==> config.mk <==
export PLATFORM = sky130hd
export DESIGN_NAME = csort_handshake
export DESIGN_NICKNAME = d
export VERILOG_FILES = /design/src/hdl/csort_pkg.sv /design/src/hdl/csort_cat_pick.sv /design/src/hdl/csort_handshake.sv
export VERILOG_INCLUDE_DIRS = /design/src /design/src/hdl
export SDC_FILE = /design/constraint.sdc
export NUM_CORES = 1
export LEC_CHECK = 0
export ABC_CLOCK_PERIOD_IN_PS = 2600
export BUFFER_PORTS_ARGS = -buffer_cell sky130_fd_sc_hd__buf_2
export CAP_MARGIN = 20
export CELL_PAD_IN_SITES_DETAIL_PLACEMENT = 1
export CELL_PAD_IN_SITES_GLOBAL_PLACEMENT = 1
export CORE_UTILIZATION = 45
export DETAILED_ROUTE_END_ITERATION = 16
export GPL_TIMING_DRIVEN = 0
export HOLD_SLACK_MARGIN = 0.02
export PLACE_DENSITY = 0.82
export SETUP_SLACK_MARGIN = 0.02
export SYNTH_ARGS = -nofsm -noshare
export SYNTH_HDL_FRONTEND = slang
export SYNTH_SLANG_ARGS = --single-unit
==> constraint.sdc <==
create_clock -name mclk -period 2.6 [get_ports mclk]
set_clock_uncertainty 0.1 [all_clocks]
set_input_delay 0.39 -clock mclk [delete_from_list [all_inputs] [get_ports mclk]]
set_output_delay 0.39 -clock mclk [all_outputs]
set_load 0.05 [all_outputs]
==> src/hdl/csort_cfg.svh <==
// Constants for the component sorter handshake block
`ifndef CSORT_CFG_SVH
`define CSORT_CFG_SVH
`define CSORT_NUM_CAT      10
`define CSORT_CAT_W        4
`define CSORT_LAST_CAT     4'h9
`define CSORT_CAT_NONE     10'h3ff
`define CSORT_SORT_NS      100
`define CSORT_CLK_NS       20
`define CSORT_SORT_CYC     ((`CSORT_SORT_NS + `CSORT_CLK_NS - 1) / `CSORT_CLK_NS)
`define CSORT_VERD_PASS    1'b1
`endif

==> src/hdl/csort_pkg.sv <==
// Types for the component sorter handshake block
package csort_pkg;
  typedef enum logic [1:0] {
    CSORT_NULL,
    CSORT_READY,
    CSORT_BUSY,
    CSORT_NOTBUSY
  } csort_state_e;

  typedef struct packed {
    logic       busy;
    logic       result_valid_n;
    logic [9:0] cat_n;
    logic       verdict;
  } csort_pins_s;

  typedef struct packed {
    logic       done;
    logic [8:0] cat_match;
    logic       pass;
  } csort_result_s;
endpackage : csort_pkg

==> src/hdl/csort_cat_pick.sv <==
// Lowest-numbered category picker, one-hot active-low output
`timescale 1ns/1ns
`default_nettype none
module csort_cat_pick #(
  parameter int NCAT = 10
) (
  input  wire logic [NCAT-2:0] match,
  output var  logic [NCAT-1:0] cat_n
);
  logic [NCAT-1:0] onehot;
  always_comb begin
    onehot = '0;
    for (int i = NCAT - 2; i >= 0; i--) begin
      if (match[i]) begin
        onehot    = '0;
        onehot[i] = 1'b1;
      end
    end
    if (match == '0) begin
      onehot[NCAT-1] = 1'b1;
    end
    cat_n = ~onehot;
  end
endmodule : csort_cat_pick
`default_nettype wire

==> src/hdl/csort_handshake.sv <==
// Sorting-handler port handshake sequencer
`timescale 1ns/1ns
`default_nettype none
`include "csort_cfg.svh"
module csort_handshake #(
  parameter int NCAT     = `CSORT_NUM_CAT,
  parameter int SORT_CYC = `CSORT_SORT_CYC
) (
  input  wire logic                    mclk,
  input  wire logic                    rst_b,
  input  wire logic                    option_fitted,
  input  wire logic                    trigger_n,
  input  wire logic                    panel_trigger,
  input  wire logic                    remote_mode,
  input  wire logic                    local_trigger_enable_cmd,
  input  wire logic                    seq_mode,
  input  wire logic                    seq_last,
  input  wire csort_pkg::csort_result_s meas,
  output logic                         meas_start,
  output logic                         busy,
  output logic                         result_valid_n,
  output logic [NCAT-1:0]              cat_n,
  output logic                         verdict
);
  logic                   rst_s1_reg;
  logic                   rst_s2_reg;
  logic                   trig_s1_reg;
  logic                   trig_s2_reg;
  logic                   trig_s3_reg;
  csort_pkg::csort_state_e state_reg;
  csort_pkg::csort_state_e state_next;
  logic [7:0]             sort_cnt_reg;
  logic [7:0]             sort_cnt_next;
  logic [NCAT-1:0]        cat_pick;
  logic [NCAT-1:0]        cat_hold_reg;
  logic                   seq_fail_reg;
  logic                   verd_hold_reg;
  logic                   ext_edge;
  logic                   ext_ok;
  logic                   trig;
  logic                   sort_done;
  logic                   seq_end;
  logic                   verd_new;
  csort_pkg::csort_pins_s pins;

  always_ff @(posedge mclk or negedge rst_b) begin
    if (!rst_b) begin
      rst_s1_reg <= 1'b0;
      rst_s2_reg <= 1'b0;
    end else begin
      rst_s1_reg <= 1'b1;
      rst_s2_reg <= rst_s1_reg;
    end
  end

  // Trigger synchroniser and edge detect
  always_ff @(posedge mclk or negedge rst_s2_reg) begin
    if (!rst_s2_reg) begin
      trig_s1_reg <= 1'b1;
      trig_s2_reg <= 1'b1;
      trig_s3_reg <= 1'b1;
    end else begin
      trig_s1_reg <= trigger_n;
      trig_s2_reg <= trig_s1_reg;
      trig_s3_reg <= trig_s2_reg;
    end
  end

  assign ext_edge = trig_s3_reg & ~trig_s2_reg;
  assign ext_ok   = ~remote_mode | local_trigger_enable_cmd;
  assign trig     = option_fitted & (panel_trigger | (ext_edge & ext_ok));
  assign sort_done = (sort_cnt_reg == 8'(SORT_CYC - 1));
  assign seq_end  = ~seq_mode | seq_last;

  csort_cat_pick #(
    .NCAT (NCAT)
  ) u_pick (
    .match (meas.cat_match),
    .cat_n (cat_pick)
  );

  always_comb begin
    state_next    = state_reg;
    sort_cnt_next = 8'h00;
    unique case (state_reg)
      csort_pkg::CSORT_NULL: begin
        if (option_fitted) begin
          state_next = csort_pkg::CSORT_READY;
        end
        if (trig) begin
          state_next = csort_pkg::CSORT_BUSY;
        end
      end
      csort_pkg::CSORT_READY: begin
        if (trig) begin
          state_next = csort_pkg::CSORT_BUSY;
        end
      end
      csort_pkg::CSORT_BUSY: begin
        if (meas.done && !trig) begin
          state_next = csort_pkg::CSORT_NOTBUSY;
        end
      end
      csort_pkg::CSORT_NOTBUSY: begin
        sort_cnt_next = sort_cnt_reg + 8'h01;
        if (trig) begin
          state_next = csort_pkg::CSORT_BUSY;
        end else if (sort_done) begin
          state_next = csort_pkg::CSORT_READY;
        end
      end
    endcase
  end

  // Sequence verdict accumulates failures until last step
  assign verd_new = seq_mode ? (~seq_fail_reg & meas.pass) : meas.pass;

  always_ff @(posedge mclk or negedge rst_s2_reg) begin
    if (!rst_s2_reg) begin
      state_reg     <= csort_pkg::CSORT_NULL;
      sort_cnt_reg  <= 8'h00;
      cat_hold_reg  <= `CSORT_CAT_NONE;
      seq_fail_reg  <= 1'b0;
      verd_hold_reg <= `CSORT_VERD_PASS;
    end else begin
      state_reg    <= state_next;
      sort_cnt_reg <= sort_cnt_next;
      if (state_reg == csort_pkg::CSORT_BUSY && meas.done && !trig) begin
        cat_hold_reg <= cat_pick;
        seq_fail_reg <= seq_end ? 1'b0 : (seq_fail_reg | ~meas.pass);
        if (seq_end) begin
          verd_hold_reg <= verd_new;
        end
      end
    end
  end

  // Output pin levels per state
  always_comb begin
    pins.busy           = 1'b0;
    pins.result_valid_n = 1'b1;
    pins.cat_n          = `CSORT_CAT_NONE;
    pins.verdict        = verd_hold_reg;
    unique case (state_next)
      csort_pkg::CSORT_NULL: begin
        pins.busy           = 1'b0;
        pins.result_valid_n = 1'b1;
      end
      csort_pkg::CSORT_READY: begin
        pins.busy           = 1'b1;
        pins.result_valid_n = 1'b0;
        pins.cat_n          = (state_reg == csort_pkg::CSORT_NULL) ? `CSORT_CAT_NONE : cat_hold_reg;
      end
      csort_pkg::CSORT_BUSY: begin
        pins.busy           = 1'b0;
        pins.result_valid_n = 1'b0;
        pins.cat_n          = cat_n;
      end
      csort_pkg::CSORT_NOTBUSY: begin
        pins.busy           = 1'b1;
        pins.result_valid_n = 1'b1;
        pins.cat_n          = `CSORT_CAT_NONE;
      end
    endcase
  end

  // Registered outputs
  always_ff @(posedge mclk or negedge rst_s2_reg) begin
    if (!rst_s2_reg) begin
      busy           <= 1'b0;
      result_valid_n <= 1'b1;
      cat_n          <= `CSORT_CAT_NONE;
      verdict        <= `CSORT_VERD_PASS;
      meas_start     <= 1'b0;
    end else begin
      busy           <= pins.busy;
      result_valid_n <= pins.result_valid_n;
      cat_n          <= pins.cat_n;
      verdict        <= (state_next == csort_pkg::CSORT_READY) ? verd_hold_reg : verdict;
      meas_start     <= trig;
    end
  end
endmodule : csort_handshake
`default_nettype wire

==> run summary, run 1 <==
Grouping stages by cell kind, the critical path spends the most delay in simple AND/OR/NAND/NOR gates. The post-synthesis register bit count came out at 40. Counting flops with an async set or reset pin after synthesis yields a share of 100%.

Among all flip-flop cells after synthesis, the most frequent one is sky130_fd_sc_hd__dfstp_2. The initial utilization of the core area, before any placement, comes to 48.6%. When the netlist entered floorplanning its net count stood at 166. The worst setup path is captured at a register. The die is 63.0 um tall. The logs give 27 for the detailed router's first-iteration violation count and 3960 um2 for the die area. In this run, CTS created clock tree buffers numbering 5. The area share of the largest cell type after synthesis works out to 40.9%.

The later pin in the worst-skew pair is clocked with a latency of 0.29 ns. The total overflow left after global routing is 0. The clock-pin slew on the worst setup and hold paths is 0.07 ns, and the count of yosys warnings during synthesis is 0.

Headroom to the max-slew limit came out at 46.2%. The buffers plus inverters on the worst setup path works out to 1. For the routed via count, the log shows 1223.

The chip width was 63.0 um; the count of antenna diodes in the layout was 0. After detailed routing, the number of remaining DRC violations is 0. The tools report the number of detailed-route iterations in the first pass as 4. CTS built an H-tree with a depth of 2.

The sum of internal, switching and leakage power is 1.55 mW, and the final-report hold violation count is 0. On the worst path, the slowest cell contributes a delay of 0.53 ns. Max-cap violations in this run came to 0. The tools report the number of placement rows as 21. Fraction of power spent switching nets: 31.6%.

The wire-length estimate of the detail-placed layout is 2680 um. Synthesis produced a netlist whose cell count is 142. The kind of critical path is reg2reg. During I/O placement, the number of pins put on the boundary was 34.

The type of the tightest min-delay check was in2reg. The endpoint arrival time on the critical path is 2.37 ns, and the cell-internal power is 1.06 mW. The run gives 0 as the remaining number of nets flagged by the antenna check after routing. Per-cell via count in the routed design: 5.29. In the layout the commonest cells are 35 x sky130_fd_sc_hd__buf_2, 26 x sky130_fd_sc_hd__dfstp_2, 20 x sky130_fd_sc_hd__nor2_1. Timing startpoint of the critical path: sort_cnt_reg[4]$_DFF_PN0_. The final critical path takes up 86.3% of the cycle. Entering global routing, the biggest net connects 39 pins.

CTS placed an instance of sky130_fd_sc_hd__clkbuf_8 at the clock tree root. The worst-case IR drop observed on VDD is 0.000385 V. The proportion of layout cells with a drive suffix above 1 was 42.2%; the ratio of total power to cell area was 773 nW/um2.

The clock drives 40 sinks. The net count of the finished layout is 208. After synthesis the cells add up to 1670 um2. The core outline area was 3440 um2.

The number of global-route vias before repair is 1334. The critical path goes through or4_1 > o21ai_0 > and2_1 > ha_1 > o211ai_1 > buf_4 > o22a_1. In this run, synthesis inferred 0 flip-flops with an integrated enable. The number of antenna violations at the first check in global routing is 0, and the final critical path time including I/O delays and setup is 2.24 ns. For the highest attainable clock frequency, the log shows 445 MHz.

For the final routed database, the setup TNS stands at 0 ns. The first global-routing pass estimated 6410 um of wire. Setup violations remaining at the end of the flow were counted as 0.

The run gives 374 as the final-layout fill cell count. The run finished with clean final reports. The maximum clock path buffer count was 2; the relative contribution of sequential cells to total power was 52.3%.

The startpoint kind of the worst setup timing path was a register. The largest area contributor in the netlist was sky130_fd_sc_hd__dfstp_2. The clock network is responsible for 27.2% of the overall power.

The average detailed-routed wire length per instance was 16.6 um. Ranked by total cell area, the synthesized netlist is headed by sky130_fd_sc_hd__dfstp_2 41%, sky130_fd_sc_hd__dfrtp_1 21%, sky130_fd_sc_hd__o22a_1 5.2%. The logs give 0 for the number of max-slew violations in the final report and 2.72 ns for the worst endpoint required time. The tools report the net switching power figure as 490 uW.

In this run the tool buffered the top-level ports with 33 buffer cells. The tools report the startpoint of the worst-slack reg-to-reg timing path as sort_cnt_reg[4]$_DFF_PN0_. The cell with the largest stage delay on the worst path was sky130_fd_sc_hd__or4_1. The distinct cell type count after synthesis is 32, and the average instance area after synthesis is 11.8 um2. In the final layout, flip-flops and latches occupy 1030 um2. The area growth from synthesis to layout is 20.1%. Setup repair after global routing left no endpoint under its margin. Routability-driven placement finished with a final weighted congestion of 0.711. The logs give 3840 um for the post-detailed-routing wire length and 591 um2 for the area of the multi-input gates. The start point of the worst min-delay path is trigger_n. The transition at the pin with the smallest max-transition slack was 0.807 ns; the sequential area share after synthesis was 61.8%.

Of all nets on the critical path, the largest fanout is 10. Across every metal layer, demand over resource in global routing totals 21.8%. TritonCTS built the clock tree. The combinational cell fraction of total power came out at 20.5%. Leaving out fill and tap cells, the most frequent cell in the layout is sky130_fd_sc_hd__buf_2.

For this design the static power due to leakage is 0.882 nW.
final cells by class:
type / count / share of cell area, %
Multi-Input combinational cell: 90 / 29.4
Timing Repair Buffer: 35 / 9.10
Sequential cell: 40 / 51.6
Tap cell: 46 / 2.87
Inverter: 9 / 1.68
Clock inverter: 2 / 0.499
Buffer: 3 / 0.748
Clock buffer: 6 / 4.11
cells in the mapped netlist (2+ instances only):
library cell and number:
sky130_fd_sc_hd__nand3_1 7, sky130_fd_sc_hd__o21ai_0 4, sky130_fd_sc_hd__inv_1 9, sky130_fd_sc_hd__mux2_2 3, sky130_fd_sc_hd__nor2_1 20, sky130_fd_sc_hd__xor2_1 4, sky130_fd_sc_hd__ha_1 4, sky130_fd_sc_hd__dfrtp_1 14
sky130_fd_sc_hd__dfstp_2 26, sky130_fd_sc_hd__nand2_1 3, sky130_fd_sc_hd__and3_1 3, sky130_fd_sc_hd__a21oi_1 2, sky130_fd_sc_hd__o22a_1 10, sky130_fd_sc_hd__nor2b_1 2, sky130_fd_sc_hd__nor3_1 4, sky130_fd_sc_hd__xnor2_1 2
sky130_fd_sc_hd__or4_4 2, sky130_fd_sc_hd__a31oi_1 7, sky130_fd_sc_hd__buf_2 2, sky130_fd_sc_hd__and2_1 2
power by group through the flow:
stage / Sequential (mW) / Combinational [mW] / Clock, mW
6_report: 0.811 / 0.318 / 0.422
5_1_grt: 0.826 / 0.352 / 0.451
3_3_place_gp: 0.809 / 0.299 / 0
4_1_cts: 0.815 / 0.320 / 0.428
2_1_floorplan: 0.872 / 0.155 / 0
3_5_place_dp: 0.821 / 0.313 / 0
metrics by stage:
| stage | hold slack (ns) | setup WS, ns | area, um2 | std cells | util, % |
|---|---|---|---|---|---|
| global placement | 0.0748 | 0.285 | 1890 | 221 | 55.0 |
| CTS | 0.0858 | 0.143 | 2000 | 230 | 58.1 |
| finish | 0.0912 | 0.355 | 2010 | 231 | 58.3 |
| floorplan | -0.00559 | 0.575 | 1670 | 142 | - |
| global route | 0.0869 | 0.141 | 2010 | 231 | 58.3 |
| detailed placement | 0.0779 | 0.163 | 1900 | 221 | 55.1 |
final timing paths:
check	endpoint	slack, ns	depth (start not counted)
min in group asynchronous	seq_fail_reg$_DFFE_PN0P_	0.28	0
hold reg to reg	trig_s2_reg$_DFF_PN1_	0.26	0
hold / removal	trig_s1_reg$_DFF_PN1_	0.09	1
setup / recovery	cat_n[2]$_DFFE_PN1P_	0.36	7
max in group asynchronous	meas_start$_DFF_PN0_	1.62	0
setup reg to reg	cat_n[2]$_DFFE_PN1P_	0.36	7
metal layers:
layer	GRT usage [%]	vias to the layer above	part of all wire [%]
li1	-	581	-
met1	24.6	608	40
met2	38.6	27	54
met5	0	-	0
met4	9.88	0	2.4
met3	4.93	7	3.4
kinds of logic after synthesis:
family,share of synthesized area [%]
xor+xnor,3.14
flops,61.8
other cells,0.224
buf+inv,2.84
compound gates,12.1
mux,2.02
simple gates,14.8
fa+ha+maj,2.99
worst reg2reg max path: cells and delay by family (launching register included):
family / cells / cell delay, ns
and+or+nand+nor: 2 / 0.71
AOI/OAI and AO/OA: 3 / 0.56
DFF: 1 / 0.42
adders and majority gates: 1 / 0.20
buffers and inverters: 1 / 0.19
timing repair:
| item | 4_1_cts | 5_1_grt |
|---|---|---|
| setup endpoints to repair | 0 | 10 |
| gates resized for setup | 0 | 2 |
| hold endpoints to repair | 2 | 0 |
| hold buffers | 1 | 0 |
| buffers inserted | 0 | 1 |
Power figures use the tool's default switching activity.
==> run 2, diff against run 1 <==
--- a/config.mk
+++ b/config.mk
@@ -7,12 +7,12 @@
 export NUM_CORES = 1
 export LEC_CHECK = 0
 export ABC_CLOCK_PERIOD_IN_PS = 2600
-export BUFFER_PORTS_ARGS = -buffer_cell sky130_fd_sc_hd__buf_2
 export CAP_MARGIN = 20
 export CELL_PAD_IN_SITES_DETAIL_PLACEMENT = 1
 export CELL_PAD_IN_SITES_GLOBAL_PLACEMENT = 1
-export CORE_UTILIZATION = 45
+export CORE_UTILIZATION = 52
 export DETAILED_ROUTE_END_ITERATION = 16
+export DONT_BUFFER_PORTS = 1
 export GPL_TIMING_DRIVEN = 0
 export HOLD_SLACK_MARGIN = 0.02
 export PLACE_DENSITY = 0.82
==> run summary, run 2 (same netlist as run 1, synthesis figures left out) <==
The area of the multi-input gates is 591 um2 (unchanged). The proportion of layout cells with a drive suffix above 1 is 28.0% (-14 points), and the CTS sink count is 40 (unchanged). The logs give 0.34 ns (about the same) for the setup slack of the most critical reg-to-reg path and 0 (unchanged) for the total of endpoints with negative setup slack in the final report.

The average detailed-routed wire length per instance came out at 16.9 um (+1.8%). The remaining routing DRC violations is 0 (unchanged). The number of detailed-route iterations in the first pass was 4 (unchanged); the routed via count was 1137 (-7.0%). The type of the tightest min-delay check is in2reg. The max-capacitance violation count came out at 0 (unchanged).

The run gives 0 (unchanged) as the total congestion overflow after global routing. Following the worst setup path forward leads to its endpoint at cat_n[5]$_DFFE_PN1P_. The worst endpoint required time is 2.78 ns (+0.06 ns), and the chip width is 58.7 um (-6.8%).

The run gives 2400 um (-11%) as the half-perimeter wire length of the detailed placement result. Leaving out fill and tap cells, the most frequent cell in the layout is sky130_fd_sc_hd__dfstp_2. The count of antenna diodes in the layout was 0 (unchanged); the number of CTS-inserted buffers was 5 (unchanged). The flow ran to the end, and the final reports show no timing, DRC or antenna violations. The count of H-tree levels built during CTS was 2 (unchanged).

The run gives 15.4% (-5.1 points) as the combinational cell fraction of total power. For the total negative slack, the log shows 0 ns (unchanged). The tools report the number of placement rows as 20 (-4.8%). The clock latency on the worst-skew pair came out at 0.34 ns (+0.05 ns). The tools report the pin count of the biggest net entering global routing as 24 (-38%). The starting density of the core was 54.8% (+6.2 points). The tools report the final layout net count as 184 (-12%). The I/O pin count was 34 (unchanged). The final critical path time including I/O delays and setup works out to 2.26 ns (+0.0147 ns). The number of cells on the worst reg-to-reg path was 8 (+1). The y dimension of the die was 58.7 um (-6.8%); the endpoint arrival time on the critical path was 2.44 ns (+0.07 ns).

Setup repair after global routing left no endpoint under its margin. The tools report the global-route wire length before repair as 5550 um (-13%). The root buffer cell chosen for the clock tree is sky130_fd_sc_hd__clkbuf_4.

The tools report the register area as 1030 um2 (unchanged). The critical path endpoint category is a register. The worst max-slew margin expressed relative to the limit is 40.0% (-6.2 points). The ratio of total power to cell area works out to 764 nW/um2 (-1.2%). For the placer congestion estimate, the log shows 0.790 (+11%). The run gives 60.2% (+7.9 points) as the relative contribution of sequential cells to total power.

The top cell types in the final layout, fill and taps aside, are 26 x sky130_fd_sc_hd__dfstp_2, 20 x sky130_fd_sc_hd__nor2_1, 13 x sky130_fd_sc_hd__dfrtp_1. The fraction of power spent switching nets came out at 31.3% (-0.25 points). The worst setup path is launched from a register. Fraction of the cycle the final worst path needs: 86.9% (+0.57 points).

The highest fanout seen on the critical path was 10 (unchanged); the number of max-slew violations in the final report was 0 (unchanged). TritonCTS built the clock tree. The logs give 3470 um (-9.6%) for the post-detailed-routing wire length and 0.799 nW (-9.5%) for the leakage power of the design. Tracing the worst setup path back leads to its startpoint at sort_cnt_reg[4]$_DFF_PN0_. The total of buffers placed on input and output ports came out at 0 (-100%). The number of global-route vias before repair came out at 1228 (-7.9%).

Relative area change from synthesis to final layout: 14.4%. The transition at the pin with the smallest max-transition slack was 0.900 ns (+0.0931 ns); the per-cell via count in the routed design was 5.55 (+4.8%). The run gives 0.000326 V (-15%) as the worst voltage drop across the vdd grid. The worst setup slack after placement came out at 0.148 ns (-0.0144 ns). The worst register-to-register path ends at cat_n[5]$_DFFE_PN1P_.

The tools report the highest attainable clock frequency as 443 MHz (-0.65%). The net switching power figure was 458 uW (-6.5%). The logs give 0 (unchanged) for the number of antenna violations at the first check in global routing and 2 (unchanged) for the maximum clock path buffer count. Worst path setup slack after routing: 0.340 ns (-0.0147 ns). The detailed router's first-iteration violation count was 19 (-30%); the clock-pin slew on the worst setup and hold paths was 0.11 ns (+0.04 ns). In this run the critical register-to-register path is launched from sort_cnt_reg[4]$_DFF_PN0_. The cell-internal power was 1.00 mW (-5.4%); the core outline area was 3050 um2 (-11%). Kind of critical path: reg2reg. The remaining number of nets flagged by the antenna check after routing was 0 (unchanged). The logs give 0 (unchanged) for the final-report hold violation count and 3450 um2 (-13%) for the die area. The tools report the portion of total power attributed to the clock network as 24.4% (-2.8 points). The combined global-route utilization of all metal layers was 22.3% (+0.56 points); the final-layout fill cell count was 334 (-11%).
==> run 2: how the worst min path moves through the flow <==
| stage | from | depth (start not counted) | slack [ns] | end |
|---|---|---|---|---|
| final | meas[0] | 2 | 0.06 | verd_hold_reg$_DFFE_PN1P_ |
| after global placement | rst_b | 0 | -0.006 | rst_s1_reg$_DFF_PN0_ |
| after CTS | meas[0] | 2 | 0.06 | verd_hold_reg$_DFFE_PN1P_ |
| after detailed placement | rst_b | 0 | -0.006 | rst_s1_reg$_DFF_PN0_ |
| after floorplan | rst_b | 0 | -0.006 | rst_s1_reg$_DFF_PN0_ |
| after global routing | option_fitted | 2 | 0.05 | verd_hold_reg$_DFFE_PN1P_ |
==> run 2: area by class of cell <==
class | count | share of cell area, %
Clock inverter | 1 | 0.262
Sequential cell | 40 | 54.1
Buffer | 3 | 0.785
Clock buffer | 7 | 3.47
Timing Repair Buffer | 11 | 5.89
Inverter | 9 | 1.77
Multi-Input combinational cell | 90 | 30.9
Tap cell | 44 | 2.88
==> run 2: repair_timing <==
| item | CTS | global route |
|---|---|---|
| resized for setup | 0 | 3 |
| setup buffers | 0 | 1 |
| hold buffers | 9 | 0 |
| hold endpoints to repair | 10 | 0 |
| setup endpoints to repair | 0 | 2 |
==> run 2: stage by stage <==
| stage | cells | power (mW) | instance area (um2) | hold slack, ns | utilization (%) |
|---|---|---|---|---|---|
| floorplan | 142 | 1.03 | 1670 | -0.00559 | - |
| global placement | 186 | 1.07 | 1730 | -0.00555 | 56.6 |
| detailed placement | 187 | 1.10 | 1740 | -0.00556 | 57.0 |
| CTS | 204 | 1.47 | 1900 | 0.0596 | 62.3 |
| global route | 205 | 1.54 | 1910 | 0.0502 | 62.7 |
| finish | 205 | 1.46 | 1910 | 0.0590 | 62.7 |
==> run 2: power groups by stage <==
stage | sequential [mW] | combinational, mW | clock, mW
global route | 0.896 | 0.254 | 0.386
finish | 0.880 | 0.225 | 0.357
detailed placement | 0.891 | 0.207 | 0
floorplan | 0.872 | 0.155 | 0
CTS | 0.880 | 0.226 | 0.362
global placement | 0.889 | 0.184 | 0
==> run 2: critical path, cell delays in order (launching register included) <==
cell and delay [ns]:
sky130_fd_sc_hd__dfrtp_1 0.43, sky130_fd_sc_hd__or4_1 0.53, sky130_fd_sc_hd__o21ai_0 0.26, sky130_fd_sc_hd__nand2_1 0.13
sky130_fd_sc_hd__ha_1 0.20, sky130_fd_sc_hd__inv_1 0.08, sky130_fd_sc_hd__o211ai_1 0.09, sky130_fd_sc_hd__buf_4 0.19
sky130_fd_sc_hd__o22a_1 0.19
==> run 2: routing by layer <==
metal	vias up	track usage (%)	share of wire (%)
met2	28	41.9	54
met1	574	23.7	40
met5	-	0	0
li1	528	-	-
met4	0	6.12	1.3
met3	7	7.69	5.3
==> run 3, diff against run 2 <==
--- a/config.mk
+++ b/config.mk
@@ -15,7 +15,7 @@
 export DONT_BUFFER_PORTS = 1
 export GPL_TIMING_DRIVEN = 0
 export HOLD_SLACK_MARGIN = 0.02
-export PLACE_DENSITY = 0.82
+export PLACE_DENSITY_LB_ADDON = 0.1
 export SETUP_SLACK_MARGIN = 0.02
 export SYNTH_ARGS = -nofsm -noshare
 export SYNTH_HDL_FRONTEND = slang
==> constraint.sdc (replaced) <==
create_clock -name mclk -period 2.6 [get_ports mclk]
set_clock_uncertainty 0.1 [all_clocks]
set_input_delay 0.13 -clock mclk [delete_from_list [all_inputs] [get_ports mclk]]
set_output_delay 0.13 -clock mclk [all_outputs]
set_load 0.05 [all_outputs]
==> run summary, run 3 (same netlist as run 1, synthesis figures left out) <==
The number of global-route vias before repair was 1328 (+8.1%); the final-layout fill cell count was 335 (+0.30%). The y dimension of the die was 58.7 um (unchanged). The combinational cell fraction of total power was 16.3% (+0.9 points); the half-perimeter wire length of the detailed placement result was 2340 um (-2.2%). Relative area change from synthesis to final layout: 18.9%. The placer congestion estimate came out at 0.690 (-13%). Number of antenna violations at the first check in global routing: 0 (unchanged). The count of H-tree levels built during CTS came out at 2 (unchanged). The run gives 0 (unchanged) as the number of max-slew violations in the final report. The endpoint arrival time on the critical path was 2.50 ns (+0.06 ns); the ratio of total power to cell area was 725 nW/um2 (-5.0%). The min-delay analysis places its worst path in the category in2reg. The final critical path time including I/O delays and setup was 2.32 ns (+0.0652 ns). The CTS sink count came out at 40 (unchanged). The cell family contributing the most delay on the critical path is simple AND/OR/NAND/NOR gates.

The average detailed-routed wire length per instance was 17.2 um (+1.9%); the number of cells on the worst reg-to-reg path was 8 (unchanged). The remaining routing DRC violations came out at 0 (unchanged). The portion of total power attributed to the clock network was 22.0% (-2.4 points); the routing usage on met3 was 7.03% (-0.66 points).

The run gives 981 uW (-2.3%) as the cell-internal power. The fraction of the cycle the final worst path needs is 89.4% (+2.5 points), and the setup slack of the most critical reg-to-reg path is 0.28 ns (-0.07 ns). The run gives 3690 um (+6.3%) as the post-detailed-routing wire length. For hold timing, the worst endpoint is cat_hold_reg[4]$_DFFE_PN1P_. Tracing the worst setup path back leads to its startpoint at sort_cnt_reg[5]$_DFF_PN0_. The critical path endpoint category was a register.

Transition at the pin with the smallest max-transition slack: 0.777 ns (-0.123 ns). The per-cell via count in the routed design is 5.68 (+2.4%). In this run the clock root is driven by a sky130_fd_sc_hd__clkbuf_4. Setup repair after global routing left no endpoint under its margin. The tools report the number of CTS-inserted buffers as 5 (unchanged). The total negative slack was 0 ns (unchanged); the total of endpoints with negative setup slack in the final report was 0 (unchanged). TritonCTS built the clock tree.

Cell count of the worst hold path: 3 (+1). The chip width is 58.7 um (unchanged). The global-route wire length before repair came out at 5980 um (+7.8%). The max-capacitance violation count is 0 (unchanged), and the met1 capacity usage during global routing is 26.3% (+2.6 points). The buffers plus inverters on the worst setup path was 2 (unchanged).

The logs give 430 MHz (-2.8%) for the highest attainable clock frequency and 0.34 ns (about the same) for the clock latency on the worst-skew pair. The highest fanout seen on the critical path came out at 10 (unchanged). The sum of internal, switching and leakage power came out at 1.44 mW (-1.4%).

The combined global-route utilization of all metal layers is 24.3% (+2.0 points). The die area was 3450 um2 (unchanged). The tools report the startpoint of the worst-slack reg-to-reg timing path as sort_cnt_reg[5]$_DFF_PN0_.

Walking the worst path, the cells encountered are or4_1 > o21ai_0 > nand2_1 > ha_1 > inv_1 > o211ai_1 > buf_4 > o22a_1. For the final-report hold violation count, the log shows 0 (unchanged). The run gives 49 (+30) as the detailed router's first-iteration violation count. STA classifies the critical path startpoint as a register. The run finished with clean final reports. The run gives 48.2% (+8.2 points) as the worst max-slew margin expressed relative to the limit. Leaving out fill and tap cells, the most frequent cell in the layout is sky130_fd_sc_hd__dfstp_2. The start point of the worst min-delay path is meas[4].

The starting density of the core is 54.8% (unchanged), and the remaining number of nets flagged by the antenna check after routing is 0 (unchanged). In the layout the commonest cells are 26 x sky130_fd_sc_hd__dfstp_2, 20 x sky130_fd_sc_hd__nor2_1, 19 x sky130_fd_sc_hd__dlygate4sd3_1. For the total congestion overflow after global routing, the log shows 0 (unchanged). The endpoint identified for the worst register-to-register timing path is cat_n[2]$_DFFE_PN1P_. The run gives 39 (+63%) as the pin count of the biggest net entering global routing.

The proportion of layout cells with a drive suffix above 1 works out to 25.9% (-2.1 points). The final layout net count is 193 (+4.9%). The fraction of power spent switching nets was 31.9% (+0.63 points).

The I/O pin count is 34 (unchanged), and the number of detailed-route iterations in the first pass is 4 (unchanged). The clock-pin slew on the worst setup and hold paths came out at 0.11 ns (about the same). Cell with the largest stage delay on the worst path: sky130_fd_sc_hd__or4_1. The worst setup path is of the reg2reg kind. The run gives 3050 um2 (unchanged) as the core outline area. Total of buffers placed on input and output ports: 0 (unchanged).

The layer flagged by global routing as most heavily used is met2. The maximum clock path buffer count is 2 (unchanged). The relative contribution of sequential cells to total power was 61.6% (+1.4 points); the leakage power of the design was 0.826 nW (+3.4%).

The worst endpoint required time is 2.77 ns (about the same). The count of antenna diodes in the layout was 0 (unchanged). The number of placement rows was 20 (unchanged); the worst voltage drop across the vdd grid was 0.000630 V (+93%). The met2 track demand over resource in global routing is 46.3% (+4.4 points). The maximum cell stage delay along the critical path works out to 0.56 ns (+0.03 ns). For the routed via count, the log shows 1215 (+6.9%).

The net switching power figure is 460 uW (+0.60%).
[run 3: area by class of cell]
type                    count  area, um2  area share [%]
plain buffers               3       15.0           0.756
multi-input cells          90        591            29.7
inverters                   9       33.8            1.70
clock buffers               8       58.8            2.96
repair buffers             20        198            9.95
flip-flops and latches     40       1040            52.1
well taps                  44       55.1            2.77
[run 3: per-stage QoR]
step                      instances  setup slack (ns)  area (um2)  util (%)  hold slack (ns)
after floorplan                 142             0.575        1670         -           -0.266
after global placement          186             0.206        1730      56.6           -0.266
after detailed placement        186            0.0750        1730      56.6           -0.266
after CTS                       213            0.0602        1980      64.8           0.0201
after global routing            214             0.137        1990      65.1           0.0254
final                           214             0.275        1990      65.1           0.0325
[run 3: how the worst max path moves through the flow]
stage | end | slack, ns | cells past startpoint
4_1_cts | cat_n[7]$_DFFE_PN1P_ | 0.06 | 7
3_5_place_dp | cat_n[4]$_DFFE_PN1P_ | 0.07 | 7
5_1_grt | cat_n[2]$_DFFE_PN1P_ | 0.14 | 8
6_report | cat_n[2]$_DFFE_PN1P_ | 0.28 | 8
2_1_floorplan | cat_n[0]$_DFFE_PN1P_ | 0.57 | 7
3_3_place_gp | cat_n[2]$_DFFE_PN1P_ | 0.21 | 6
[run 3: power by group through the flow]
stage | registers (mW) | logic, mW | clock network, mW
finish | 0.888 | 0.236 | 0.318
floorplan | 0.872 | 0.155 | 0
detailed placement | 0.896 | 0.203 | 0
global route | 0.902 | 0.267 | 0.351
CTS | 0.887 | 0.230 | 0.327
global placement | 0.889 | 0.185 | 0
[run 3: what timing repair did]
action	CTS	global route
hold buffers	19	0
resized for setup	0	3
setup endpoints to repair	0	10
buffers inserted	0	1
hold endpoints to repair	18	0
[run 3: layer usage]
metal  up-vias  part of all wire, %
met2        27                   55
met4         0                  1.1
met3         5                  3.5
met1       632                   40
li1        551                    -
met5         -                    0
[run 3: worst register-to-register path, delay by kind of cell (launching register included)]
family | cells | cell delay [ns]
and+or+nand+nor | 2 | 0.69
AOI/OAI and AO/OA | 3 | 0.59
DFF | 1 | 0.41
buffers and inverters | 2 | 0.29
adders and majority gates | 1 | 0.19
